===== src/design/drc_defs.vh =====
// offsets, field positions, reset values and timing counts of the refresh controller
`ifndef DRC_DEFS_VH
`define DRC_DEFS_VH
`define DRC_CFG_OFF 8'h00
`define DRC_STAT_OFF 8'h04
`define DRC_ADDR_OFF 8'h08
`define DRC_CFG_EXT 0
`define DRC_CFG_ROW_LSB 1
`define DRC_CFG_TYPE 3
`define DRC_CFG_PER_LSB 4
`define DRC_CFG_BANK_LSB 8
`define DRC_CFG_RST 11'h000
`define DRC_LOW_BASE 4'h2
`define DRC_PRE_BASE 4'h1
`define DRC_PRE_RST 4'hF
`define DRC_CLK_NS 40
`define DRC_STEP_NS 1000
`define DRC_STEP_CYC (`DRC_STEP_NS / `DRC_CLK_NS)
`define DRC_RESP_OK 2'h0
`define DRC_RESP_DEC 2'h3
`endif


===== src/design/drc_refresh_ctrl.v =====
// refresh engine of the dram controller with an axi4-lite register slave
// Notes on behaviour
// - config external-mode bit 0 selects automatic internally timed refresh
// - external-mode bit 1: each refresh is requested on the external request input
// - in-progress output asserts one period before first refresh row strobe
// - refresh address counter increments when all refresh row strobes negate
// - refresh row strobe low time set by row timing bits
// - internal timer raises refresh request once per programmed period
// - refresh starts only with no access and precharge met
// - refresh may slot between accesses, never interrupts one
// - in external mode the write strobe pin carries the refresh request
// - request output asserts on expiry, blips high per further missed period
// - low external request sets latch; refresh starts when access and precharge allow
// - external request latch clears when last refresh row strobe negates
// - request held past end edge starts another refresh, timing kept
// - conventional: all strobes low together, negate with in-progress on last edge
// - type bit 0 selects conventional all-strobe refresh
// - offset refresh steps strobe groups per edge, each keeps its low time
// - precharge kept before refresh, after refresh, and between burst refreshes
// - scrubbing chosen by bank bits with type bit 0, not with offset
// - counter is row, column, bank from lsb; 22 or 24 bits
// - during scrubbing, counter bank bits pick which column strobes assert
// - only all-strobe refresh extends; extend input resampled each edge
//
// Chosen here: the AXI4-Lite slave port and the placing of the registers.
`timescale 1ns/1ns
`default_nettype none
`include "drc_defs.vh"
module drc_refresh_ctrl #(
    parameter ROW_W = 10,
    parameter STEP_CYC = `DRC_STEP_CYC
) (
    input wire clk,
    input wire rst_b,
    input wire clkEn,
    input wire [7:0] s_axi_awaddr,
    input wire s_axi_awvalid,
    output wire s_axi_awready,
    input wire [31:0] s_axi_wdata,
    input wire [3:0] s_axi_wstrb,
    input wire s_axi_wvalid,
    output wire s_axi_wready,
    output reg [1:0] s_axi_bresp,
    output reg s_axi_bvalid,
    input wire s_axi_bready,
    input wire [7:0] s_axi_araddr,
    input wire s_axi_arvalid,
    output wire s_axi_arready,
    output reg [31:0] s_axi_rdata,
    output reg [1:0] s_axi_rresp,
    output reg s_axi_rvalid,
    input wire s_axi_rready,
    input wire accessRequest_n,
    input wire secondPortAccessRequest_n,
    input wire accessActive,
    input wire extRefreshReqIn_n,
    input wire extendRefreshIn,
    input wire writeStrobeIn_n,
    output wire refreshInProgress_n,
    output wire [3:0] rowStrobe_n,
    output wire [3:0] colStrobe_n,
    output wire writeStrobe_n,
    output wire accessHold,
    output wire [ROW_W-1:0] dramAddrOut
);
    localparam AW = 2 * ROW_W + 2;
    // one-hot refresh states: idle, in-progress armed, row strobes low
    localparam ST_IDLE = 3'b001;
    localparam ST_ARM = 3'b010;
    localparam ST_LOW = 3'b100;

    reg [10:0] cfg_q;
    reg [2:0] st_q;
    reg [3:0] tick_q;
    reg [3:0] preCnt_q;
    reg rfPre_q;
    reg autoReq_q;
    reg extLatch_q;
    reg reqOutPend_q;
    reg reqOutBlip_q;
    reg [AW-1:0] rfAddr_q;
    reg [7:0] awAddr_q;
    reg awHave_q;
    reg wHave_q;
    reg [31:0] wData_q;
    reg [3:0] wStrb_q;

    wire extMode;
    wire [1:0] rowTim;
    wire typeStag;
    wire [3:0] perSel;
    wire [2:0] bankCfg;
    wire scrub;
    wire [3:0] lowCyc;
    wire [3:0] preCyc;
    wire [3:0] maxD;
    wire [3:0] lastTick;
    wire accessBusy;
    wire preMet;
    wire reqPend;
    wire startNow;
    wire lowNow;
    wire atLast;
    wire extendNow;
    wire endNow;
    wire timerTick;
    wire anyRowLow;
    wire [1:0] bankSel;
    wire doWrite;
    wire [3:0] rowLow;
    wire [3:0] colLow;

    // configuration register fields
    assign extMode = cfg_q[`DRC_CFG_EXT];
    assign rowTim = cfg_q[`DRC_CFG_ROW_LSB+1:`DRC_CFG_ROW_LSB];
    assign typeStag = cfg_q[`DRC_CFG_TYPE];
    assign perSel = cfg_q[`DRC_CFG_PER_LSB+3:`DRC_CFG_PER_LSB];
    assign bankCfg = cfg_q[`DRC_CFG_BANK_LSB+2:`DRC_CFG_BANK_LSB];
    // scrubbing only with the conventional type
    assign scrub = bankCfg[2] & ~typeStag;
    assign lowCyc = {2'b00, rowTim} + `DRC_LOW_BASE;
    assign preCyc = {2'b00, rowTim} + `DRC_PRE_BASE;
    // last group offset: singles 3, pairs 1, all 0
    assign maxD = !typeStag ? 4'h0 : (bankCfg[1:0] == 2'b00) ? 4'h3 :
        (bankCfg[1:0] == 2'b01) ? 4'h1 : 4'h0;
    assign lastTick = maxD + lowCyc - 4'h1;

    // arbitration inputs and refresh timing compare
    assign accessBusy = ~accessRequest_n | ~secondPortAccessRequest_n | accessActive;
    assign preMet = (preCnt_q >= preCyc);
    assign reqPend = extMode ? extLatch_q : autoReq_q;
    assign startNow = st_q[0] & reqPend & ~accessBusy & preMet;
    assign lowNow = st_q[2];
    assign atLast = lowNow & (tick_q == lastTick);
    assign extendNow = atLast & ~typeStag & extendRefreshIn;
    assign endNow = atLast & ~extendNow;
    assign anyRowLow = |rowLow;
    assign bankSel = rfAddr_q[AW-1:AW-2];

    drc_refresh_timer #(
        .STEP_CYC(STEP_CYC),
        .CW(10)
    ) uTimer (
        .clk(clk),
        .rst_b(rst_b),
        .clkEn(clkEn),
        .periodSel(perSel),
        .tick(timerTick)
    );

    // per-strobe row and column strobe timing
    genvar gi;
    generate
        for (gi = 0; gi < 4; gi = gi + 1)
        begin : gStrobe
            wire [3:0] dly;
            wire [31:0] giFull;
            wire [3:0] gidx;
            wire colSel;
            assign giFull = gi;
            assign gidx = giFull[3:0];
            assign dly = !typeStag ? 4'h0 : (bankCfg[1:0] == 2'b00) ? gidx :
                (bankCfg[1:0] == 2'b01) ? {1'b0, gidx[3:1]} : 4'h0;
            assign rowLow[gi] = lowNow & (tick_q >= dly) &
                (tick_q < dly + lowCyc || extendNow);
            assign colSel = (bankCfg[1:0] == 2'b00) ? (gidx[1:0] == bankSel) :
                (bankCfg[1:0] == 2'b01) ? (gidx[1] == bankSel[1]) : 1'b1;
            assign colLow[gi] = lowNow & scrub & colSel & (tick_q != 4'h0);
        end
    endgenerate

    // pin outputs, all active low except the access hold and the refresh address
    assign rowStrobe_n = ~rowLow;
    assign colStrobe_n = ~colLow;
    assign refreshInProgress_n = ~(st_q[1] | st_q[2]);
    assign writeStrobe_n = extMode ? ~(reqOutPend_q & ~reqOutBlip_q) :
        writeStrobeIn_n;
    assign accessHold = ~st_q[0] | rfPre_q | startNow;
    assign dramAddrOut = rfAddr_q[ROW_W-1:0];

    // arbitration and refresh sequencing
    always @(posedge clk)
    begin
        if (!rst_b)
        begin
            st_q <= ST_IDLE;
            tick_q <= 4'h0;
        end
        else if (clkEn)
        begin
            case (st_q)
                ST_IDLE:
                begin
                    tick_q <= 4'h0;
                    if (startNow)
                        st_q <= ST_ARM;
                end
                ST_ARM:
                begin
                    tick_q <= 4'h0;
                    st_q <= ST_LOW;
                end
                ST_LOW:
                begin
                    if (endNow)
                        st_q <= ST_IDLE;
                    else if (!atLast)
                        tick_q <= tick_q + 4'h1;
                end
                default:
                begin
                    st_q <= ST_IDLE;
                    tick_q <= 4'h0;
                end
            endcase
        end
    end

    // precharge counting, request latches and the address counter
    always @(posedge clk)
    begin
        if (!rst_b)
        begin
            preCnt_q <= `DRC_PRE_RST;
            rfPre_q <= 1'b0;
            autoReq_q <= 1'b0;
            extLatch_q <= 1'b0;
            reqOutPend_q <= 1'b0;
            reqOutBlip_q <= 1'b0;
            rfAddr_q <= {AW{1'b0}};
        end
        else if (clkEn)
        begin
            if (accessBusy || anyRowLow)
                preCnt_q <= 4'h0;
            else if (!preMet)
                preCnt_q <= preCnt_q + 4'h1;
            if (endNow)
                rfPre_q <= 1'b1;
            else if (preMet)
                rfPre_q <= 1'b0;
            autoReq_q <= (timerTick & ~extMode) | (autoReq_q & ~endNow);
            extLatch_q <= (~extRefreshReqIn_n & extMode) |
                (extLatch_q & ~endNow);
            reqOutPend_q <= (timerTick & extMode) | (reqOutPend_q & ~endNow);
            reqOutBlip_q <= timerTick & extMode & reqOutPend_q & ~endNow;
            if (endNow)
                rfAddr_q <= rfAddr_q + {{(AW-1){1'b0}}, 1'b1};
        end
    end

    // axi4-lite write path: address and data taken in either order
    assign s_axi_awready = clkEn & ~awHave_q & ~s_axi_bvalid;
    assign s_axi_wready = clkEn & ~wHave_q & ~s_axi_bvalid;
    // write lands once both address and data are held
    assign doWrite = awHave_q & wHave_q & ~s_axi_bvalid;

    always @(posedge clk)
    begin
        if (!rst_b)
        begin
            cfg_q <= `DRC_CFG_RST;
            awAddr_q <= 8'h00;
            awHave_q <= 1'b0;
            wHave_q <= 1'b0;
            wData_q <= 32'h00000000;
            wStrb_q <= 4'h0;
            s_axi_bvalid <= 1'b0;
            s_axi_bresp <= `DRC_RESP_OK;
        end
        else if (clkEn)
        begin
            if (s_axi_awvalid && s_axi_awready)
            begin
                awAddr_q <= s_axi_awaddr;
                awHave_q <= 1'b1;
            end
            if (s_axi_wvalid && s_axi_wready)
            begin
                wData_q <= s_axi_wdata;
                wStrb_q <= s_axi_wstrb;
                wHave_q <= 1'b1;
            end
            if (doWrite)
            begin
                awHave_q <= 1'b0;
                wHave_q <= 1'b0;
                s_axi_bvalid <= 1'b1;
                s_axi_bresp <= `DRC_RESP_OK;
                if (awAddr_q[7:2] == `DRC_CFG_OFF >> 2)
                begin
                    if (wStrb_q[0])
                        cfg_q[7:0] <= wData_q[7:0];
                    if (wStrb_q[1])
                        cfg_q[10:8] <= wData_q[10:8];
                end
                else if (awAddr_q[7:2] != `DRC_STAT_OFF >> 2 &&
                    awAddr_q[7:2] != `DRC_ADDR_OFF >> 2)
                    s_axi_bresp <= `DRC_RESP_DEC;
            end
            else if (s_axi_bvalid && s_axi_bready)
                s_axi_bvalid <= 1'b0;
        end
    end

    // axi4-lite read path: answer one cycle after the address is taken
    assign s_axi_arready = clkEn & ~s_axi_rvalid;

    always @(posedge clk)
    begin
        if (!rst_b)
        begin
            s_axi_rvalid <= 1'b0;
            s_axi_rdata <= 32'h00000000;
            s_axi_rresp <= `DRC_RESP_OK;
        end
        else if (clkEn)
        begin
            if (s_axi_arvalid && s_axi_arready)
            begin
                s_axi_rvalid <= 1'b1;
                s_axi_rresp <= `DRC_RESP_OK;
                s_axi_rdata <= 32'h00000000;
                case (s_axi_araddr[7:2])
                    `DRC_CFG_OFF >> 2:
                        s_axi_rdata <= {21'h00000, cfg_q};
                    `DRC_STAT_OFF >> 2:
                        s_axi_rdata <= {28'h0000000, reqOutPend_q, rfPre_q,
                            reqPend, ~refreshInProgress_n};
                    `DRC_ADDR_OFF >> 2:
                        s_axi_rdata <= {{(32-AW){1'b0}}, rfAddr_q};
                    default:
                        s_axi_rresp <= `DRC_RESP_DEC;
                endcase
            end
            else if (s_axi_rvalid && s_axi_rready)
                s_axi_rvalid <= 1'b0;
        end
    end
endmodule
`default_nettype wire


===== src/design/drc_refresh_timer.v =====
// refresh period timer: one tick per programmed period
`timescale 1ns/1ns
`default_nettype none
`include "drc_defs.vh"
module drc_refresh_timer #(
    parameter STEP_CYC = `DRC_STEP_CYC,
    parameter CW = 10
) (
    input wire clk,
    input wire rst_b,
    input wire clkEn,
    input wire [3:0] periodSel,
    output reg tick
);
    wire [CW-1:0] stepC;
    wire [CW-1:0] mult;
    wire [2*CW-1:0] prod;
    wire [CW-1:0] reloadVal;
    reg [CW-1:0] cnt_q;
    assign stepC = STEP_CYC[CW-1:0];
    assign mult = {{(CW-4){1'b0}}, periodSel} + {{(CW-1){1'b0}}, 1'b1};
    assign prod = mult * stepC;
    assign reloadVal = prod[CW-1:0] - {{(CW-1){1'b0}}, 1'b1};
    // counts down, reloads and ticks once per period
    always @(posedge clk)
    begin
        if (!rst_b)
        begin
            cnt_q <= {CW{1'b0}};
            tick <= 1'b0;
        end
        else if (clkEn)
        begin
            tick <= (cnt_q == {CW{1'b0}});
            if (cnt_q == {CW{1'b0}})
                cnt_q <= reloadVal;
            else
                cnt_q <= cnt_q - {{(CW-1){1'b0}}, 1'b1};
        end
    end
endmodule
`default_nettype wire


===== config.mk =====
export PLATFORM = sky130hd
export DESIGN_NAME = drc_refresh_ctrl
export DESIGN_NICKNAME = d
export VERILOG_FILES = /design/src/design/drc_refresh_ctrl.v /design/src/design/drc_refresh_timer.v
export VERILOG_INCLUDE_DIRS = /design/src /design/src/design
export SDC_FILE = /design/constraint.sdc
export NUM_CORES = 1
export LEC_CHECK = 0
export ABC_AREA = 1
export CAP_MARGIN = 40
export CORE_UTILIZATION = 46
export CTS_BUF_LIST = sky130_fd_sc_hd__clkbuf_8
export CTS_CLUSTER_DIAMETER = 200
export DETAILED_ROUTE_END_ITERATION = 7
export DONT_BUFFER_PORTS = 1
export PLACE_DENSITY = 0.72
export SLEW_MARGIN = 20
export SYNTH_ARGS = -nofsm -noshare
export SYNTH_HDL_FRONTEND = slang
export SYNTH_SLANG_ARGS = --single-unit

===== constraint.sdc =====
create_clock -name clk -period 4.6 [get_ports clk]
set_input_delay 0.23 -clock clk [delete_from_list [all_inputs] [get_ports clk]]
set_output_delay 0.23 -clock clk [all_outputs]
set_load 0.05 [all_outputs]

======== Yosys cells after proc, flatten, opt, wreduce, memory -nomap -nowiden ========
Cells that the tools add are included.
cells by class
  multipliers ............................. 1
  reductions and logical operators ........ 39
  $add $sub $neg .......................... 12
  mux-type cells .......................... 38
  bitwise operators ....................... 68
  $lt $le $gt $ge ......................... 9
  eq/ne operators ......................... 17
operators with widths
  cell                                                  number
  one-hot mux 22 bit (3 select lines)                   1
  bitwise AND 1 bit                                     41
  two-way mux 4 bit                                     7
  adder 22 x 1 -> 22 bit (second input constant)        1
  AND reduction 2 bit                                   11
  two-way mux 1 bit                                     21
  subtractor 10 x 1 -> 10 bit (second input constant)   2
  inverter 1 bit                                        17
  zero test 6 bit                                       2
  < comparator 4 bit                                    3
  zero test 10 bit                                      1
  multiplier 10 x 5 -> 10 bit (second input constant)   1
  two-way mux 10 bit                                    1
  two-way mux 2 bit                                     5
  nonzero test 2 bit                                    5
  one-hot mux 3 bit (3 select lines)                    1
  adder 4 x 1 -> 4 bit (second input constant)          2
  != test 2 bit (second input constant)                 4
  inverter 4 bit                                        2
  OR 1 bit                                              8
  AND reduction 4 bit                                   2
  equality test 6 x 1 -> 1 bit (second input constant)  1
  equality test 6 x 2 -> 1 bit (second input constant)  1
  logical AND 1 bit                                     6
  other kinds (30)                                      38
word-level totals
  register bits ........................... 121
  bits of input ports ..................... 66
  output and inout bits ................... 62
  logic and storage cells ................. 207

======== Depth between registers and ports, before layout ========
  depth in word-level cells ............... 16
  gate-level depth with buffers ........... 19
  depth with buffers taken out ............ 19

======== By module ========
From an unflattened synthesis, not the netlist that was laid out.
second synthesis, totals
  cells, all modules ...................... 947
  area total of the unflattened synthesis .. 6,706.4 sq um
by module, submodules not included
  module             cells an instance  times used  area an instance (sq um)  seq. area each (sq um)
  drc_refresh_ctrl   752                1           5,368.9                   1,921.8
  drc_refresh_timer  195                1           1,337.5                   220.2

======== Least setup slack after synthesis ========
No wires, ideal clock.
  kind .................................... register -> register
  start ................................... reg cfg_q[3]
  end ..................................... reg preCnt_q[3]
  clock period less this slack ............ 3.063 ns
  path buffers ............................ 0
  required time ........................... 4.537 ns
  cell stages (with the launch flop) ...... 17
  slack ................................... 1.537 ns
  library setup time ...................... 0.063 ns
  data arrival time ....................... 3.000 ns
  cell sequence ........................... dfxtp_1 inv_1 nor2_1 ha_1 inv_1 fa_1 ha_1 or2_2 nand3_1 a21oi_2 nand3_2 nand2_1 nand2_1 nand3_1 o21bai_1 nand3_1 nand3_1
on the way
  word-level cells in the longest chain between the ends .. 13
  elaborated cells on any way between the ends .. 34
  those cells by class .................... add/sub (4); order compare (6); eq/ne (2); mux (4); bitwise (11); reduce/logical (7)
ends and longest elaborated chain
  element                                  RTL line                                        RTL
  from (decl)                              drc_refresh_ctrl.v:72                           reg [10:0] cfg_q;
  from (signal assigned)                   drc_refresh_ctrl.v:262                          cfg_q <= `DRC_CFG_RST;
  from (signal assigned)                   drc_refresh_ctrl.v:293                          cfg_q[7:0] <= wData_q[7:0];
  two-way mux 2 bit                        drc_refresh_ctrl.v:124, drc_refresh_ctrl.v:162
  adder 2 x 3 -> 4 bit                     drc_refresh_ctrl.v:126, drc_refresh_ctrl.v:165
  subtractor 4 x 1 -> 4 bit                drc_refresh_ctrl.v:126                          assign lastTick = maxD + lowCyc - 4'h1;
  equality test 4 bit                      drc_refresh_ctrl.v:134                          assign atLast = lowNow & (tick_q == lastTick);
  bitwise AND 1 bit                        drc_refresh_ctrl.v:134
  bitwise AND 1 bit (2 in a row)           drc_refresh_ctrl.v:135                          assign extendNow = atLast & ~typeStag & extendRefreshIn;
  logical OR 1 bit                         drc_refresh_ctrl.v:165                          (tick_q < dly + lowCyc || extendNow);
  bitwise AND 1 bit                        drc_refresh_ctrl.v:164                          assign rowLow[gi] = lowNow & (tick_q >= dly) &
  OR reduction 4 bit *                     drc_refresh_ctrl.v:137                          assign anyRowLow = |rowLow;
  logical OR 1 bit *                       drc_refresh_ctrl.v:234                          if (accessBusy || anyRowLow)
  != test 2 x 1 -> 1 bit (no source line)  -
  AND reduction 2 bit (no source line)     -
  to (signal assigned)                     drc_refresh_ctrl.v:224                          preCnt_q <= `DRC_PRE_RST;
  to (signal assigned)                     drc_refresh_ctrl.v:237                          preCnt_q <= preCnt_q + 4'h1;
  to (decl)                                drc_refresh_ctrl.v:75                           reg [3:0] preCnt_q;
Mark *: on every way between the ends. The rest lies on a longest branch, timed or not.
A chain may end at the register's enable or synchronous reset.

======== Final worst setup path ========
  start ................................... reg cfg_q[3]
  end ..................................... reg rfAddr_q[4]
on the way
  word-level cells in the longest chain between the ends .. 10
  elaborated cells on any way between the ends .. 11
  those cells by class .................... add/sub (2); eq/ne (1); mux (1); bitwise (6); reduce/logical (1)
ends and longest elaborated chain
  element                                 RTL line                RTL
  two-way mux 2 bit                       drc_refresh_ctrl.v:124  assign maxD = !typeStag ? 4'h0 : (bankCfg[1:0] == 2'b00) ? 4'h3 :
  adder 2 x 3 -> 4 bit                    drc_refresh_ctrl.v:126
  subtractor 4 x 1 -> 4 bit               drc_refresh_ctrl.v:126
  equality test 4 bit                     drc_refresh_ctrl.v:134
  bitwise AND 1 bit                       drc_refresh_ctrl.v:134
  bitwise AND 1 bit (2 in a row)          drc_refresh_ctrl.v:135
  inverter 1 bit                          drc_refresh_ctrl.v:136  assign endNow = atLast & ~extendNow;
  bitwise AND 1 bit *                     drc_refresh_ctrl.v:136
  AND reduction 2 bit (no source line) *  -
  to (signal assigned)                    drc_refresh_ctrl.v:230  rfAddr_q <= {AW{1'b0}};
  to (signal assigned)                    drc_refresh_ctrl.v:248  rfAddr_q <= rfAddr_q + {{(AW-1){1'b0}}, 1'b1};
  to (decl)                               drc_refresh_ctrl.v:81   reg [AW-1:0] rfAddr_q;
Marked as above.

==> flow_summary.json <==
{
  "critPathKind": "flop to flop",
  "power_density_nw_per_um2": 342,
  "synthTopCellsByCount": "nand2_1, dfxtp_1, inv_1, nor2_1, a21oi_1",
  "r2r_start": "cfg_q[3]",
  "final_antenna_net_count": 0,
  "r2r-end": "rfAddr_q[4]",
  "clkSlewWorstSetupHoldPaths_ns": 0.11,
  "start_util_pct": 47.9,
  "arrival_ns": 3.85,
  "grt_usage_pct": 22.8,
  "remaining_drc_errors": 0,
  "numCtsBuffers": 9,
  "cp-end-kind": "flop",
  "yosys_warnings": 0,
  "synth_area_leaders": "dfxtp_1, nand2_1, ha_1",
  "path_max_fanout": 26,
  "drv_cap": 0,
  "ys_types": 43,
  "hpwl_mm": 11.7,
  "rsz0062_at_grt": "no",
  "ioPinCount": 128,
  "routed_via_density": 5.25,
  "core_area_um2": 13500,
  "tns_ns": 0,
  "grt-ovfl-total": 0,
  "hold_depth": 2,
  "place_area_um2": 6550,
  "root_buffer": "clkbuf_8",
  "syn_avg_cell_area_um2": 7.09,
  "setup_viol": 0,
  "grt_pass1_vias": 5275,
  "portBuffers": 0,
  "fmax_mhz": 280,
  "postCtsSetupBuffers": 0,
  "cts_tree": "done",
  "area_delta_synth_final_pct": 6.18,
  "min_to": "wData_q[8]",
  "synth-seq-area-share_pct": 33.1,
  "final-seq-area_um2": 2140,
  "period_needed_ns": 3.57,
  "design_area_um2": 6870,
  "h-tree-depth": 3,
  "required_ns": 4.88,
  "synth_ff_type": "dfxtp_1",
  "diodes": 0,
  "clock_path_buffers": 2,
  "drtIter0Drc": 375,
  "drive_above_1_share_pct": 4.71,
  "reg2reg_setup_slack_ns": 1.03,
  "status": "complete, no violations",
  "synth_most_common_cell": "nand2_1",
  "fin_crit_sh_pct": 77.6,
  "synthArstFlopShare_pct": 0,
  "routedWlPerCell_um": 14.4,
  "setup_ws_ns": 1.03,
  "drt-total-wl_mm": 15.7,
  "nets": 1032,
  "holdWs_ns": 0.0137,
  "insertion_delay_ns": 0.39,
  "fp-row-count": 42,
  "r2r_cells": 16,
  "yosys.area.top_type": "dfxtp_1",
  "syn_area_um2": 6470,
  "yosys.area.top_type_share_pct": 33.1,
  "synth-edff-count": 0,
  "drt_pre_antenna_iters": 5,
  "vias": 5707,
  "grt_antenna_before_repair": 0,
  "place.gp.congestion": 0.868,
  "die_w_um": 121,
  "hp-start": "s_axi_wdata[8]",
  "pre_cts_ws_ns": 1.09,
  "grt_first_pass_wirelength_mm": 26.0,
  "clock_skew_ns": 0.0205,
  "worst_pin_slew_ns": 0.753,
  "fillers": 1398,
  "min_path_type": "primary input to flop",
  "grt_max_degree": 57,
  "slew_headroom_pct": 49.8,
  "synth-seq-cells": 107,
  "multiInputGateArea_um2": 3700,
  "drv_slew": 0,
  "dieHeight_um": 121,
  "hold_violations": 0,
  "clkSinkCount": 107,
  "die_area_um2": 14600,
  "power.total_uw": 2350,
  "syn_inst": 913,
  "power_leakage_uw": 0.00282,
  "ir_drop_uv": 233,
  "start_kind": "flop"
}
-- placed cells by master (no fill, tap or decap), types with 6 or more instances in the layout --
| cell type | n |
|---|---|
| a21oi_1 | 84 |
| buf_4 | 6 |
| clkbuf_8 | 9 |
| conb_1 | 10 |
| dfxtp_1 | 107 |
| dlygate4sd3_1 | 8 |
| ha_1 | 55 |
| inv_1 | 98 |
| nand2_1 | 185 |
| nand3_1 | 30 |
| nand4_1 | 16 |
| nor2_1 | 97 |
| nor3_1 | 30 |
| o211ai_1 | 7 |
| o21ai_0 | 72 |
| o22ai_1 | 8 |
| xnor2_1 | 8 |
| xor2_1 | 22 |
-- layout make-up --
cell class / instances / share of cell area, %
Multi-Input combinational cell: 664 / 53.9
Inverter: 104 / 5.70
Timing Repair Buffer: 21 / 3.06
Clock buffer: 9 / 1.80
Clock inverter: 7 / 1.22
Tap cell: 176 / 3.20
Sequential cell: 107 / 31.2
-- metrics by stage --
stage,cells,utilization [%]
after floorplan,922,-
after global placement,1052,47.9
after detailed placement,1062,48.5
after CTS,1085,50.6
after global routing,1088,50.9
final,1088,50.9
-- report_power, final --
part / switching [uW] / total (uW) / internal, uW
logic: 458 / 652 / 194
registers: 87.5 / 1090 / 1000
clock network: 347 / 609 / 261
-- logic make-up (layout without fill, tap and decap cells) --
group,after synthesis,count (layout),share of synthesized area (%)
flip-flops,107,107,33.1
XOR/XNOR,30,30,4.06
buffers and inverters,151,141,10.2
AO/OA/AOI/OAI,190,190,16.0
AND/OR/NAND/NOR,375,375,24.7
adder cells (fa/ha/maj),59,59,11.9
other,1,10,0.0579
-- worst max-delay path by stage --
| stage | startpoint | to | slack [ns] |
|---|---|---|---|
| 2_1_floorplan | cfg_q[3] | preCnt_q[3] | 1.54 |
| 6_report | cfg_q[3] | rfAddr_q[4] | 1.03 |
| 4_1_cts | cfg_q[3] | preCnt_q[1] | 1.05 |
| 3_3_place_gp | cfg_q[3] | preCnt_q[3] | 1.13 |
| 3_5_place_dp | cfg_q[3] | preCnt_q[1] | 1.09 |
| 5_1_grt | cfg_q[3] | rfAddr_q[4] | 0.64 |
-- critical path: stages (launching register included) --
cell and delay, ns:
dfxtp_1 0.39, inv_1 0.10, nor2_1 0.17, ha_1 0.20, inv_1 0.05, fa_1 0.50, ha_1 0.31, a21oi_1 0.16
nand3_1 0.10, a21oi_2 0.16, nand2_1 0.13, clkinv_2 0.08, nand3_4 0.30, inv_2 0.38, nand4_1 0.16, o21ai_0 0.20
a21oi_1 0.05
-- repair_timing --
item,4_1_cts,5_1_grt
hold buffers,7,2
setup endpoints to repair,0,0
hold endpoints to repair,59,2
gates resized for setup,0,0
-- per-layer routing --
layer  part of all wire, %  GRT usage (%)  vias up
met2                    46           36.9      153
met5                     0              0        -
met3                   7.7           5.99       18
li1                      -              -     2974
met4                   1.7           5.86        0
met1                    45           30.0     2562
-- registers in the layout, indices dropped and copies added (netlist names), 2 cells and up --
name / cells
rfAddr_q: 22
wData_q: 11
preCnt_q: 4
wStrb_q: 2
st_q: 3
awAddr_q: 6
uTimer.cnt_q: 10
cfg_q: 11
tick_q: 4
s_axi_rdata: 22
Power figures use the tool's default switching activity.
